**src/sar_pkg.sv**
```systemverilog
package sar_pkg;

    // ----------------------------------------------------------------
    // timing
    // ----------------------------------------------------------------
    localparam int unsigned CLK_HZ = 100_000_000;
    localparam int unsigned SDO_TIMEOUT_MS = 1000;
    localparam int unsigned TIMEOUT_CYC = (CLK_HZ / 1000) * SDO_TIMEOUT_MS;

    // ----------------------------------------------------------------
    // command specifiers and frame layout
    // ----------------------------------------------------------------
    localparam logic [2:0] CCS_DL_SEG = 3'h0;
    localparam logic [2:0] CCS_DL_INIT = 3'h1;
    localparam logic [2:0] CCS_UL_INIT = 3'h2;
    localparam logic [2:0] CCS_UL_SEG = 3'h3;
    localparam logic [2:0] CCS_ABORT = 3'h4;
    localparam logic [7:0] ABORT_CMD = 8'h80;
    localparam int unsigned FRAME_BYTES = 8;
    localparam logic [2:0] LAST_BYTE = 3'h7;
    localparam logic [2:0] CODE_BYTE0 = 3'h4;
    localparam logic [2:0] IDX_BYTE0 = 3'h1;

    // ----------------------------------------------------------------
    // abort codes
    // ----------------------------------------------------------------
    localparam logic [31:0] CODE_TOGGLE = 32'h0503_0000;
    localparam logic [31:0] CODE_TIMEOUT = 32'h0504_0000;
    localparam logic [31:0] CODE_CMD = 32'h0504_0001;
    localparam logic [31:0] CODE_MEMORY = 32'h0504_0005;
    localparam logic [31:0] CODE_NO_ACCESS = 32'h0601_0000;
    localparam logic [31:0] CODE_WO_READ = 32'h0601_0001;
    localparam logic [31:0] CODE_RO_WRITE = 32'h0601_0002;
    localparam logic [31:0] CODE_NO_OBJECT = 32'h0602_0000;
    localparam logic [31:0] CODE_MAP_OBJ = 32'h0604_0041;
    localparam logic [31:0] CODE_MAP_LEN = 32'h0604_0042;
    localparam logic [31:0] CODE_TOO_LONG = 32'h0607_0012;
    localparam logic [31:0] CODE_TOO_SHORT = 32'h0607_0013;
    localparam logic [31:0] CODE_NO_SUB = 32'h0609_0011;
    localparam logic [31:0] CODE_RANGE = 32'h0609_0030;
    localparam logic [31:0] CODE_HIGH = 32'h0609_0031;
    localparam logic [31:0] CODE_LOW = 32'h0609_0032;
    localparam logic [31:0] CODE_MAX_MIN = 32'h0609_0036;
    localparam logic [31:0] CODE_GENERAL = 32'h0800_0000;
    localparam logic [31:0] CODE_APP = 32'h0800_0020;
    localparam logic [31:0] CODE_APP_LOCAL = 32'h0800_0021;

    // ----------------------------------------------------------------
    // carriers
    // ----------------------------------------------------------------
    typedef struct packed {
        logic [2:0] ccs;
        logic toggle;
        logic last;
        logic [15:0] index;
        logic [7:0] subindex;
    } sar_req_t;

    typedef struct packed {
        logic memory;
        logic no_access;
        logic wo_read;
        logic ro_write;
        logic no_object;
        logic no_sub;
        logic map_obj;
        logic map_len;
        logic too_long;
        logic too_short;
        logic range;
        logic high;
        logic low;
        logic max_min;
        logic app;
        logic app_local;
        logic general;
    } sar_chk_t;

    typedef struct packed {
        logic toggle;
        logic timeout;
        logic cmd;
    } sar_local_t;

endpackage : sar_pkg

```
**src/sar_abort_reporter.sv**
```systemverilog
// Operation
// RULE_01 - abort response carries four-byte abort code
// RULE_02 - failed transfer aborted, no normal reply
// RULE_03 - faults raise an emergency message
// RULE_04 - segment toggle must alternate, else abort
// RULE_05 - codes for command, timeout, memory faults
// RULE_06 - codes for access, write-only, read-only faults
// RULE_07 - codes for missing index and subindex
// RULE_08 - codes for unmappable object, mapping overflow
// RULE_09 - codes for data too long, too short
// RULE_10 - codes for range, above max, below min
// RULE_11 - code for maximum below minimum
// RULE_12 - general and application storage codes
// RULE_13 - code sent LSB first after index echo
`timescale 1ns/1ns
`default_nettype none
module sar_abort_reporter #(
    parameter int unsigned TIMEOUT_CYC = sar_pkg::TIMEOUT_CYC
) (
    input wire logic mclk,
    input wire logic reset,
    input wire logic req_valid,
    output logic req_ready,
    input wire sar_pkg::sar_req_t req,
    input wire sar_pkg::sar_chk_t chk,
    output logic resp_ok,
    output logic tx_valid,
    input wire logic tx_ready,
    output logic [7:0] tx_data,
    input wire logic comm_fault,
    input wire logic drive_fault,
    output logic emcy_valid,
    input wire logic emcy_ready,
    output logic [1:0] emcy_src
);

    // ----------------------------------------------------------------
    // request decode
    // ----------------------------------------------------------------
    typedef enum logic {ST_IDLE, ST_SEND} sar_state_t;

    sar_state_t state_q;
    logic seg_active_q;
    logic toggle_exp_q;
    logic [31:0] timer_q;
    logic [63:0] frame_q;
    logic [2:0] byte_cnt_q;
    logic [31:0] code_q;
    logic [15:0] index_q;
    logic [7:0] sub_q;
    logic resp_ok_q;
    logic [1:0] fault_q;
    logic emcy_valid_q;
    logic [1:0] emcy_src_q;

    logic take;
    logic is_seg;
    logic is_init;
    logic is_client_abort;
    logic timed_out;
    logic tx_take;
    logic err_any;
    logic [31:0] err_code;
    sar_pkg::sar_local_t loc;
    sar_pkg::sar_chk_t chk_eff;

    assign req_ready = (state_q == ST_IDLE);
    assign take = req_valid && req_ready;
    assign is_seg = (req.ccs == sar_pkg::CCS_DL_SEG) || (req.ccs == sar_pkg::CCS_UL_SEG);
    assign is_init = (req.ccs == sar_pkg::CCS_DL_INIT) || (req.ccs == sar_pkg::CCS_UL_INIT);
    assign is_client_abort = (req.ccs == sar_pkg::CCS_ABORT);
    assign timed_out = seg_active_q && (timer_q == TIMEOUT_CYC - 1) && !take && req_ready;
    assign tx_take = tx_valid && tx_ready;

    always_comb begin
        loc = '0;
        chk_eff = '0;
        if (timed_out) begin
            loc.timeout = 1'b1; // RULE_05
        end else if (take && !is_client_abort) begin
            // segment without an open transfer is an unknown command here
            loc.cmd = !(is_seg || is_init) || (is_seg && !seg_active_q); // RULE_05
            loc.toggle = is_seg && seg_active_q && (req.toggle != toggle_exp_q); // RULE_04
            chk_eff = chk;
        end
    end

    sar_code_sel u_sar_code_sel (
        .loc(loc),
        .chk(chk_eff),
        .any(err_any),
        .code(err_code)
    );

    // ----------------------------------------------------------------
    // segmented transfer tracking
    // ----------------------------------------------------------------
    always_ff @(posedge mclk or posedge reset) begin
        if (reset) begin
            seg_active_q <= 1'b0;
            toggle_exp_q <= 1'b0;
        end else if (err_any || (take && is_client_abort)) begin
            seg_active_q <= 1'b0; // RULE_02
            toggle_exp_q <= 1'b0;
        end else if (take && is_init) begin
            seg_active_q <= !req.last;
            toggle_exp_q <= 1'b0;
        end else if (take && is_seg) begin
            seg_active_q <= !req.last;
            toggle_exp_q <= !toggle_exp_q; // RULE_04
        end
    end

    // idle time since last request of an open transfer
    always_ff @(posedge mclk or posedge reset) begin
        if (reset) begin
            timer_q <= '0;
        end else if (take || !seg_active_q || timed_out) begin
            timer_q <= '0;
        end else if (req_ready) begin
            timer_q <= timer_q + 32'h0000_0001;
        end
    end

    always_ff @(posedge mclk or posedge reset) begin
        if (reset) begin
            index_q <= '0;
            sub_q <= '0;
        end else if (take && !is_seg) begin
            index_q <= req.index;
            sub_q <= req.subindex;
        end
    end

    // ----------------------------------------------------------------
    // abort frame: cmd, index lo, index hi, subindex, code lo..hi
    // ----------------------------------------------------------------
    always_ff @(posedge mclk or posedge reset) begin
        if (reset) begin
            state_q <= ST_IDLE;
            frame_q <= '0;
            byte_cnt_q <= '0;
            code_q <= '0;
        end else begin
            case (state_q)
                ST_IDLE: begin
                    if (err_any) begin
                        state_q <= ST_SEND; // RULE_02
                        code_q <= err_code;
                        byte_cnt_q <= '0;
                        // segments do not carry the address, so reuse the open one
                        frame_q <= {err_code, // RULE_01 RULE_13
                                    (take && !is_seg) ? req.subindex : sub_q,
                                    (take && !is_seg) ? req.index : index_q,
                                    sar_pkg::ABORT_CMD};
                    end
                end
                ST_SEND: begin
                    if (tx_take) begin
                        frame_q <= {8'h00, frame_q[63:8]};
                        byte_cnt_q <= byte_cnt_q + 3'h1;
                        if (byte_cnt_q == sar_pkg::LAST_BYTE) begin
                            state_q <= ST_IDLE;
                        end
                    end
                end
                default: state_q <= ST_IDLE;
            endcase
        end
    end

    assign tx_valid = (state_q == ST_SEND);
    assign tx_data = frame_q[7:0];

    // normal reply only when nothing went wrong
    always_ff @(posedge mclk or posedge reset) begin
        if (reset) begin
            resp_ok_q <= 1'b0;
        end else begin
            resp_ok_q <= take && !is_client_abort && !err_any; // RULE_02
        end
    end
    assign resp_ok = resp_ok_q;

    // ----------------------------------------------------------------
    // emergency producer
    // ----------------------------------------------------------------
    always_ff @(posedge mclk or posedge reset) begin
        if (reset) begin
            fault_q <= '0;
        end else begin
            fault_q <= {drive_fault, comm_fault};
        end
    end

    // a new fault edge in the cycle of acceptance keeps the message pending
    always_ff @(posedge mclk or posedge reset) begin
        if (reset) begin
            emcy_valid_q <= 1'b0;
            emcy_src_q <= '0;
        end else if (|({drive_fault, comm_fault} & ~fault_q)) begin
            emcy_valid_q <= 1'b1; // RULE_03
            emcy_src_q <= {drive_fault, comm_fault} & ~fault_q;
        end else if (emcy_ready) begin
            emcy_valid_q <= 1'b0;
        end
    end
    assign emcy_valid = emcy_valid_q;
    assign emcy_src = emcy_src_q;

    // ----------------------------------------------------------------
    // assertions
    // ----------------------------------------------------------------
    a_abort_cmd_byte: assert property (@(posedge mclk) disable iff (reset) // RULE_02
        tx_valid && byte_cnt_q == 3'h0 |-> tx_data == sar_pkg::ABORT_CMD)
        else $error("abort frame does not open with abort command");
    a_frame_length: assert property (@(posedge mclk) disable iff (reset) // RULE_01
        tx_take && byte_cnt_q == sar_pkg::LAST_BYTE |=> !tx_valid)
        else $error("abort frame not eight bytes long");
    a_code_lsb_first: assert property (@(posedge mclk) disable iff (reset) // RULE_13
        tx_valid && byte_cnt_q == sar_pkg::CODE_BYTE0 |-> tx_data == code_q[7:0])
        else $error("abort code low byte not at byte four");
    a_index_echo: assert property (@(posedge mclk) disable iff (reset) // RULE_13
        tx_valid && byte_cnt_q == sar_pkg::IDX_BYTE0 |-> tx_data == index_q[7:0])
        else $error("index low byte not echoed");
    a_toggle_abort: assert property (@(posedge mclk) disable iff (reset) // RULE_04
        take && is_seg && seg_active_q && req.toggle != toggle_exp_q
        |=> tx_valid && code_q == sar_pkg::CODE_TOGGLE)
        else $error("toggle fault not aborted");
    a_bad_command: assert property (@(posedge mclk) disable iff (reset) // RULE_05
        take && req.ccs > sar_pkg::CCS_ABORT |=> tx_valid && code_q == sar_pkg::CODE_CMD)
        else $error("unknown command not aborted");
    a_timeout_abort: assert property (@(posedge mclk) disable iff (reset) // RULE_05
        timed_out |=> tx_valid && code_q == sar_pkg::CODE_TIMEOUT && !seg_active_q)
        else $error("transfer timeout not aborted");
    a_no_access: assert property (@(posedge mclk) disable iff (reset) // RULE_06
        take && is_init && chk.no_access && !chk.memory
        |=> code_q == sar_pkg::CODE_NO_ACCESS)
        else $error("inaccessible object code wrong");
    a_no_subindex: assert property (@(posedge mclk) disable iff (reset) // RULE_07
        take && is_init && chk == sar_chk_one_sub() |=> code_q == sar_pkg::CODE_NO_SUB)
        else $error("missing subindex code wrong");
    a_ok_excludes_abort: assert property (@(posedge mclk) disable iff (reset) // RULE_02
        $rose(tx_valid) |-> !resp_ok ##1 !resp_ok)
        else $error("normal reply alongside abort");
    a_emcy_raise: assert property (@(posedge mclk) disable iff (reset) // RULE_03
        $rose(comm_fault) || $rose(drive_fault)
        |=> emcy_valid ##1 (emcy_valid || $past(emcy_ready)))
        else $error("fault did not raise emergency");

    function automatic sar_pkg::sar_chk_t sar_chk_one_sub();
        sar_pkg::sar_chk_t c;
        c = '0;
        c.no_sub = 1'b1;
        return c;
    endfunction : sar_chk_one_sub

    c_toggle_abort: cover property (@(posedge mclk) disable iff (reset)
        take && is_seg && seg_active_q && req.toggle != toggle_exp_q);
    c_timeout: cover property (@(posedge mclk) disable iff (reset) timed_out);
    c_full_frame: cover property (@(posedge mclk) disable iff (reset)
        tx_take && byte_cnt_q == sar_pkg::LAST_BYTE);
    c_emergency: cover property (@(posedge mclk) disable iff (reset) emcy_valid && emcy_ready);

endmodule : sar_abort_reporter
`default_nettype wire

```
**src/sar_code_sel.sv**
```systemverilog
`timescale 1ns/1ns
`default_nettype none
module sar_code_sel (
    input wire sar_pkg::sar_local_t loc,
    input wire sar_pkg::sar_chk_t chk,
    output logic any,
    output logic [31:0] code
);

    // ----------------------------------------------------------------
    // priority: protocol faults before dictionary faults, general last
    // ----------------------------------------------------------------
    function automatic logic [31:0] pick(input sar_pkg::sar_local_t l,
                                         input sar_pkg::sar_chk_t c);
        if (l.toggle) pick = sar_pkg::CODE_TOGGLE; // RULE_04
        else if (l.timeout) pick = sar_pkg::CODE_TIMEOUT; // RULE_05
        else if (l.cmd) pick = sar_pkg::CODE_CMD; // RULE_05
        else if (c.memory) pick = sar_pkg::CODE_MEMORY; // RULE_05
        else if (c.no_access) pick = sar_pkg::CODE_NO_ACCESS; // RULE_06
        else if (c.wo_read) pick = sar_pkg::CODE_WO_READ; // RULE_06
        else if (c.ro_write) pick = sar_pkg::CODE_RO_WRITE; // RULE_06
        else if (c.no_object) pick = sar_pkg::CODE_NO_OBJECT; // RULE_07
        else if (c.no_sub) pick = sar_pkg::CODE_NO_SUB; // RULE_07
        else if (c.map_obj) pick = sar_pkg::CODE_MAP_OBJ; // RULE_08
        else if (c.map_len) pick = sar_pkg::CODE_MAP_LEN; // RULE_08
        else if (c.too_long) pick = sar_pkg::CODE_TOO_LONG; // RULE_09
        else if (c.too_short) pick = sar_pkg::CODE_TOO_SHORT; // RULE_09
        else if (c.high) pick = sar_pkg::CODE_HIGH; // RULE_10
        else if (c.low) pick = sar_pkg::CODE_LOW; // RULE_10
        else if (c.range) pick = sar_pkg::CODE_RANGE; // RULE_10
        else if (c.max_min) pick = sar_pkg::CODE_MAX_MIN; // RULE_11
        else if (c.app_local) pick = sar_pkg::CODE_APP_LOCAL; // RULE_12
        else if (c.app) pick = sar_pkg::CODE_APP; // RULE_12
        else pick = sar_pkg::CODE_GENERAL; // RULE_12
    endfunction : pick

    assign any = (|loc) | (|chk);
    assign code = pick(loc, chk);

endmodule : sar_code_sel
`default_nettype wire

```
**config.mk**
```make
export PLATFORM = sky130hd
export DESIGN_NAME = sar_abort_reporter
export DESIGN_NICKNAME = d
export VERILOG_FILES = /design/src/sar_pkg.sv /design/src/sar_abort_reporter.sv /design/src/sar_code_sel.sv
export SDC_FILE = /design/constraint.sdc
export NUM_CORES = 1
export LEC_CHECK = 0
export ABC_AREA = 1
export BUFFER_PORTS_ARGS = -buffer_cell sky130_fd_sc_hd__buf_2
export CAP_MARGIN = 10
export CORE_ASPECT_RATIO = 1.4
export CORE_MARGIN = 4
export CORE_UTILIZATION = 24
export CTS_CLUSTER_SIZE = 20
export DETAILED_ROUTE_END_ITERATION = 8
export MAX_ROUTING_LAYER = met4
export PLACE_DENSITY_LB_ADDON = 0.08
export SYNTH_ARGS = -nofsm -noshare
export SYNTH_HDL_FRONTEND = slang
export SYNTH_HIERARCHICAL = 1
export SYNTH_SLANG_ARGS = --single-unit
```
**constraint.sdc**
```tcl
create_clock -name mclk -period 3.5 [get_ports mclk]
set_clock_uncertainty 0.05 [all_clocks]
set_input_delay 0.175 -clock mclk [delete_from_list [all_inputs] [get_ports mclk]]
set_output_delay 0.175 -clock mclk [all_outputs]
set_load 0.05 [all_outputs]
```
==> reports/results.txt, run 1 <==
Status: finished clean
Final net count: 1,075
Max IR drop VDD: 348.2 uV
Critical path buffer and inverter count: 4
Final hold violations: 0
Async SR Flop Fraction: 100.0%
Max_cap viols: 0
Total Power: 6.372 mW
Total CTS buffers: 17
Area contributors post-synth: dfrtp_1 46%, nand2_1 12%, nor2_1 7.0%
Fmax: 0.3423 GHz
Final period util: 83.46%
Dominant synthesized flop cell: dfrtp_1
Leakage: 4.205 nW
# hold bufs at CTS: 26
Cell taking the most area after synthesis: dfrtp_1
Post-route ant nets: 0
First-pass GRT wire length: 33,330 um
# setup viols final: 0
Register area: 3304 um2
Tmin final: 2921 ps
Unique masters post-synth: 40
Synth warn: 6
Top Ports: 67
Post-synth EDFFs: 0
H-tree depth: 4
Via count: 5,984
Syn Inst Count: 938
Setup Crit Path Kind: flop to flop
Crit-path cells: ha_1 > nand3_2 > nor2_2 > and3_1 > inv_2 > nand2_1 > nor2_4 > inv_2 > nor3_1 > nand3_1 > inv_1 > nor2_4 > nor2_4 > buf_4 > a21oi_1 > o21ai_0 > nand2_1
CTS sink cnt: 132
# rows: 74
Worst skew pair latency: 420 ps
CTS tree: yes
Global placer's final weighted congestion: 0.7805
RSZ-0062 raised after global routing: false
Post-CTS resize count: 0
Hold Crit Class: primary input to flop
Data arrival, critical path: 3170 ps
Post-Route Setup TNS: 0 ps
Post-CTS Setup Inserts: 0
Initial antenna violation count: 0
Starting Density: 24.35%
Post-synth top area share: 46.37%
Drt via density: 4.238
Most frequent cells in the layout: 228 x nand2_1, 132 x nor2_1, 131 x dfrtp_1, 105 x inv_1, 66 x buf_2
Worst slew pin tran: 814.2 ps
Most frequent CP cell: nor2_4
Area added between synthesis and finish: 21.22%
Final design utilization: 29.51%
Reg clk slew, reported paths: 60 ps
CP required: 3750 ps
Drt first pass iters: 4
WL/cell: 14.40 um
Worst path top cell family by delay: simple AND/OR/NAND/NOR gates
Vias in the first global route: 6,262
GRT Resource Usage Total: 13.36%
Core Box Area: 29,260 um2
Synth Cell Area: 7123 um2
Die X: 153.6 um
Leading cell type in the layout, fill and taps excluded: nand2_1
Mean Syn Cell Area: 7.594 um2
Gr ovfl total: 0
CP Max Fanout: 28
Fillers: 3,283
CP max-delay cell: dfrtp_1
Total Wirelength: 20,330 um
Worst stage delay on the critical path: 420 ps
Post-synthesis sequential area ratio: 46.37%
Layout cells sized above 1: 14.34%
First DRT Iteration DRCs: 176
Pwr/cell area: 738.0 nW/um2
Worst rel slew slack: 45.72%
Bufs on Longest Clock Path: 2
Chip height: 211.8 um
Detailed-route DRC error count: 0
Setup crit start kind: flop
Antenna diode count: 0
DP HPWL: 14,340 um
Multi-input logic area: 3079 um2
Fin. max-slew vios: 0
Port buffer count: 66
Register bit count reported by yosys: 132
Largest net degree at the start of global routing: 78
Crit end category: flop
Clock Root Buffer: clkbuf_16
Total die area: 32,540 um2
## flip-flops by register name, indices dropped and copies added, names as in the netlist
signal and flops:
seg_active_q 1, sub_q 8, resp_ok 1, byte_cnt_q 3
tx_valid 1, emcy_valid 1, emcy_src 2, timer_q 32
fault_q 2, toggle_exp_q 1, frame_q 64, index_q 16
## per-stage QoR
step / hold WS, ps / cells / cell area [um2] / setup slack (ps)
global placement: 231.3 / 1354 / 7755 / 587.0
finish: 33.36 / 1412 / 8635 / 578.9
detailed placement: 225.1 / 1354 / 7755 / 533.2
floorplan: 156.4 / 955 / 7191 / 484.7
global route: 28.38 / 1412 / 8635 / 296.0
CTS: 18.94 / 1412 / 8635 / 494.3
## logic make-up after synthesis
group | after synthesis | synth area share [%]
AND/OR/NAND/NOR | 479 | 29.28
flip-flops | 132 | 46.37
AO/OA/AOI/OAI | 137 | 11.24
buffers and inverters | 176 | 11.29
other | 1 | 0.05265
adder cells (fa/ha/maj) | 3 | 0.5270
XOR/XNOR | 10 | 1.230
## where the power goes
part           internal (mW)  switching, mW  leakage (nW)
Combinational          0.716           1.58          2.18
Clock                   1.23          0.677         0.301
Sequential              2.00          0.174          1.72
Total                   3.95           2.43          4.20
## cell type report
| type | instances | area share, % |
|---|---|---|
| clock buffers | 23 | 5.420 |
| flip-flops and latches | 132 | 38.27 |
| multi-input cells | 647 | 35.66 |
| repair buffers | 106 | 8.347 |
| inverters | 115 | 5.043 |
| well taps | 380 | 5.506 |
| clock inverters | 9 | 1.753 |
## cells in the mapped netlist, types with 2 or more instances
cell	number
or2_1	3
nand2_2	6
nor4_1	3
inv_1	106
buf_4	30
nor2_1	132
nand4_1	12
nand3_1	55
xor2_1	5
ha_1	3
buf_2	13
nor2_2	8
a21oi_1	29
nor3_1	14
and3_1	2
xnor2_1	5
dfrtp_1	132
a31oi_1	2
buf_6	2
inv_2	8
o21ai_1	11
o21ai_0	61
nor2_4	6
o211ai_1	22
clkbuf_1	15
nand2_1	228
a22o_1	9
nand3_2	4
## metal layers
| metal | track usage, % | wire [um] | vias to the layer above |
|---|---|---|---|
| li1 | - | - | 3097 |
| met1 | 16.04 | 9099 | 2781 |
| met2 | 22.72 | 10330 | 83 |
| met3 | 2.434 | 519 | 23 |
| met4 | 4.418 | 382 | 0 |
| met5 | - | 0 | - |
## final timing paths
path	cells after the start	from	endpoint	slack (ps)
max	17	timer_q[0]$_DFFE_PP0P_	frame_q[28]$_DFFE_PP0P_	580
min	3	req[21]	index_q[13]$_DFF_PP0_	30
max reg2reg	17	timer_q[0]$_DFFE_PP0P_	frame_q[28]$_DFFE_PP0P_	580
min reg2reg	2	emcy_src[0]$_DFFE_PP0P_	emcy_src[0]$_DFFE_PP0P_	420
max in group asynchronous	4	reset	tx_valid$_DFF_PP0_	2240
min in group asynchronous	3	reset	fault_q[1]$_DFF_PP0_	320
## worst min-delay path, stage by stage
cell and delay, ps:
buf_2 80, nand3_1 90, nand2_1 120
No activity file was read; power rests on OpenSTA's default activity.
==> inputs of run 2 (changes only) <==
--- a/config.mk
+++ b/config.mk
@@ -5,7 +5,7 @@
 export SDC_FILE = /design/constraint.sdc
 export NUM_CORES = 1
 export LEC_CHECK = 0
-export ABC_AREA = 1
+export ABC_AREA = 0
 export BUFFER_PORTS_ARGS = -buffer_cell sky130_fd_sc_hd__buf_2
 export CAP_MARGIN = 10
 export CORE_ASPECT_RATIO = 1.4
==> constraint.sdc (replaced) <==
create_clock -name mclk -period 2.9 [get_ports mclk]
set_clock_uncertainty 0.05 [all_clocks]
set_input_delay 0.145 -clock mclk [delete_from_list [all_inputs] [get_ports mclk]]
set_output_delay 0.145 -clock mclk [all_outputs]
set_load 0.05 [all_outputs]
==> reports/results.txt, run 2 <==
Leading cell type in the layout, fill and taps excluded: dfrtp_1
Post-Route Setup TNS: 0 ps (unchanged)
Chip height: 203.7 um (-3.9%)
Post-synthesis compound-gate area fraction: 10.41% (-0.83 points)
Biggest register: frame_q
Max reg flops: 64 (unchanged)
Reg clk slew, reported paths: 60 ps (about the same)
Bufs on Longest Clock Path: 2 (unchanged)
Largest net degree at the start of global routing: 133 (+71%)
Worst skew pair latency: 420 ps (about the same)
RSZ-0062 raised after global routing: true
Dominant synthesized flop cell: dfrtp_1
Drt first pass iters: 4 (unchanged)
Max IR drop VDD: 313.0 uV (-10%)
CP required: 3160 ps (-590 ps)
First-pass GRT wire length: 29,640 um (-11%)
First DRT Iteration DRCs: 271 (+54%)
Layout cells sized above 1: 29.10% (+15 points)
Core Box Area: 26,920 um2 (-8.0%)
Data arrival, critical path: 3150 ps (-20 ps)
Drt via density: 4.456 (+5.1%)
Mux cell area share after synthesis: 7.931% (+7.9 points)
DP HPWL: 12,940 um (-9.8%)
Total Wirelength: 18,230 um (-10%)
Count leader, synth: dfrtp_1
Area contributors post-synth: dfrtp_1 50%, nor2_1 4.3%, mux2_2 4.1%
Hold Crit Class: primary input to flop
Most frequent cells in the layout: 131 x dfrtp_1, 74 x nor2_1, 70 x buf_4, 66 x buf_2, 54 x nand2_1
Area added between synthesis and finish: 33.86%
Mean Syn Cell Area: 10.11 um2 (+33%)
Gr ovfl total: 0 (unchanged)
Final net count: 854 (-21%)
Top Ports: 67 (unchanged)
CTS tree: yes
Final hold violations: 0 (unchanged)
WL/cell: 15.50 um (+7.7%)
Async SR Flop Fraction: 100.0% (unchanged)
Setup Crit Path Kind: flop to flop
Syn Inst Count: 649 (-31%)
Post-placement cell count: 1,113 (-18%)
Tmin final: 2891 ps (-30.24 ps)
Post-synth EDFFs: 0 (unchanged)
Leakage: 3.872 nW (-7.9%)
Crit end category: flop
Cell taking the most area after synthesis: dfrtp_1
Post-synthesis sequential area ratio: 50.33% (+4.0 points)
Final period util: 99.68% (+16 points)
GRT Resource Usage Total: 12.83% (-0.53 points)
Port buffer count: 66 (unchanged)
Via count: 5,240 (-12%)
Fin. max-slew vios: 0 (unchanged)
Total die area: 30,090 um2 (-7.5%)
Worst slew pin tran: 928.7 ps (+114.5 ps)
Final design utilization: 32.64% (+3.1 points)
H-tree depth: 4 (unchanged)
Worst rel slew slack: 38.09% (-7.6 points)
Starting Density: 24.38% (+0.035 points)
Hold_ws: 70.73 ps (+37.37 ps)
Max_cap viols: 0 (unchanged)
Register bit count reported by yosys: 132 (unchanged)
Clock Root Buffer: clkbuf_16
Adder-cell share of the synthesized area: 0.5720% (+0.045 points)
Fmax: 0.3459 GHz (+1.0%)
Unique masters post-synth: 59 (+48%)
Biggest regs: frame_q (64), timer_q (32), index_q (16)
Total CTS buffers: 17 (unchanged)
CP Max Fanout: 25 (-11%)
Post-place setup slack: -241.5 ps (-774.7 ps)
Post-route ant nets: 0 (unchanged)
# rows: 71 (-4.1%)
Setup crit start kind: flop
Antenna diode count: 0 (unchanged)
Fillers: 2,771 (-16%)
CTS sink cnt: 132 (unchanged)
Vias in the first global route: 5,591 (-11%)
Detailed-route DRC error count: 0 (unchanged)
Main combinational cell family by area after synthesis: simple AND/OR/NAND/NOR gates
Commonest cells in the netlist: 132 x dfrtp_1, 75 x nor2_1, 54 x nand2_1, 32 x o22ai_1, 29 x clkbuf_1
Synth Area in Simple Gates: 21.62% (-7.7 points)
Pwr/cell area: 788.4 nW/um2 (+6.8%)
Status: finished clean
Xor/xnor share of the synthesized area: 3.470% (+2.2 points)
Non-filler instance count after layout: 1,176 (-17%)
Synth Cell Area: 6563 um2 (-7.9%)
Global placer's final weighted congestion: 0.7859 (+0.69%)
# setup viols final: 0 (unchanged)
Initial antenna violation count: 0 (unchanged)
Synth warn: 6 (unchanged)
Post-synth top area share: 50.33% (+4.0 points)
Die X: 147.8 um (-3.8%)
Setup ws final: 9.166 ps (-569.8 ps)
-- run 2: changes by cell type after synthesis, moves of 19 or more --
cell / previous run / this run
nand2_1: 228 / 54
inv_1: 106 / 6
nor2_1: 132 / 75
nand3_1: 55 / 13
o21ai_0: 61 / 20
o22ai_1: 0 / 32
mux2i_1: 0 / 25
mux2_2: 0 / 24
nor3b_1: 0 / 24
o211ai_1: 22 / 1
and2_1: 0 / 19
-- run 2: power breakdown --
part	leakage (nW)	total (mW)	switching [mW]	internal [mW]
clock	0.286	2.21	0.880	1.33
sequential	1.66	2.76	0.336	2.43
combinational	1.92	1.95	1.08	0.868
total	3.87	6.93	2.30	4.63
-- run 2: path summary, 6_finish.rpt --
check / start / to / slack [ps] / depth (start not counted)
worst max-delay path: tx_valid$_DFF_PP0_ / frame_q[12]$_DFFE_PP0P_ / 9 / 12
worst min-delay path: req[28] / seg_active_q$_DFFE_PP0P_ / 70 / 3
worst max register to register: tx_valid$_DFF_PP0_ / frame_q[12]$_DFFE_PP0P_ / 9 / 12
worst min register to register: emcy_src[1]$_DFFE_PP0P_ / emcy_src[1]$_DFFE_PP0P_ / 430 / 2
max in group asynchronous: reset / tx_valid$_DFF_PP0_ / 1650 / 4
min in group asynchronous: reset / resp_ok$_DFF_PP0_ / 320 / 4
-- run 2: critical path, cell delays in order, from the launching register on --
cell and delay, ps:
dfrtp_2 420, nand2b_4 160, a21oi_4 60, and2_4 180, or3_4 380, nor4b_4 240
nand2_1 100, or3_4 370, nor2b_4 140, or2_4 270, buf_12 170, o22ai_1 150
nor2_1 70
-- run 2: cell families after synthesis --
family / Yosys count
and+or+nand+nor: 266
DFF: 132
AOI/OAI and AO/OA: 105
buffers and inverters: 67
muxes: 49
xor gates and xnor gates: 26
adders and majority gates: 3
other: 1
-- run 2: metal layers --
| layer | vias to the layer above | part of all wire (%) | global-route usage, % |
|---|---|---|---|
| met2 | 71 | 54 | 22.59 |
| li1 | 2582 | - | - |
| met5 | - | 0 | - |
| met4 | 0 | 1.5 | 4.664 |
| met1 | 2568 | 43 | 14.47 |
| met3 | 19 | 1.9 | 2.423 |
-- run 2: through the flow --
step | instance area [um2] | power (mW)
finish | 8785 | 6.926
global route | 8785 | 7.360
CTS | 8701 | 6.990
detailed placement | 7744 | 4.680
global placement | 7744 | 4.626
floorplan | 6731 | 4.157
-- run 2: what timing repair did --
action,4_1_cts,5_1_grt
endpoints found under the hold margin,162,0
pin swaps,4,0
hold buffers,29,0
cloned,0,1
gates resized for setup,11,17
setup buffers,1,0
setup endpoints to repair,68,69
-- run 2: final cells by class --
| class | count | area (um2) | area share, % |
|---|---|---|---|
| Sequential cell | 132 | 3304 | 37.62 |
| Multi-Input combinational cell | 467 | 3109 | 35.39 |
| Timing Repair Buffer | 173 | 1285 | 14.63 |
| Clock inverter | 12 | 142.6 | 1.624 |
| Inverter | 7 | 30.03 | 0.3418 |
| Clock buffer | 20 | 456.7 | 5.199 |
| Tap cell | 365 | 456.7 | 5.199 |
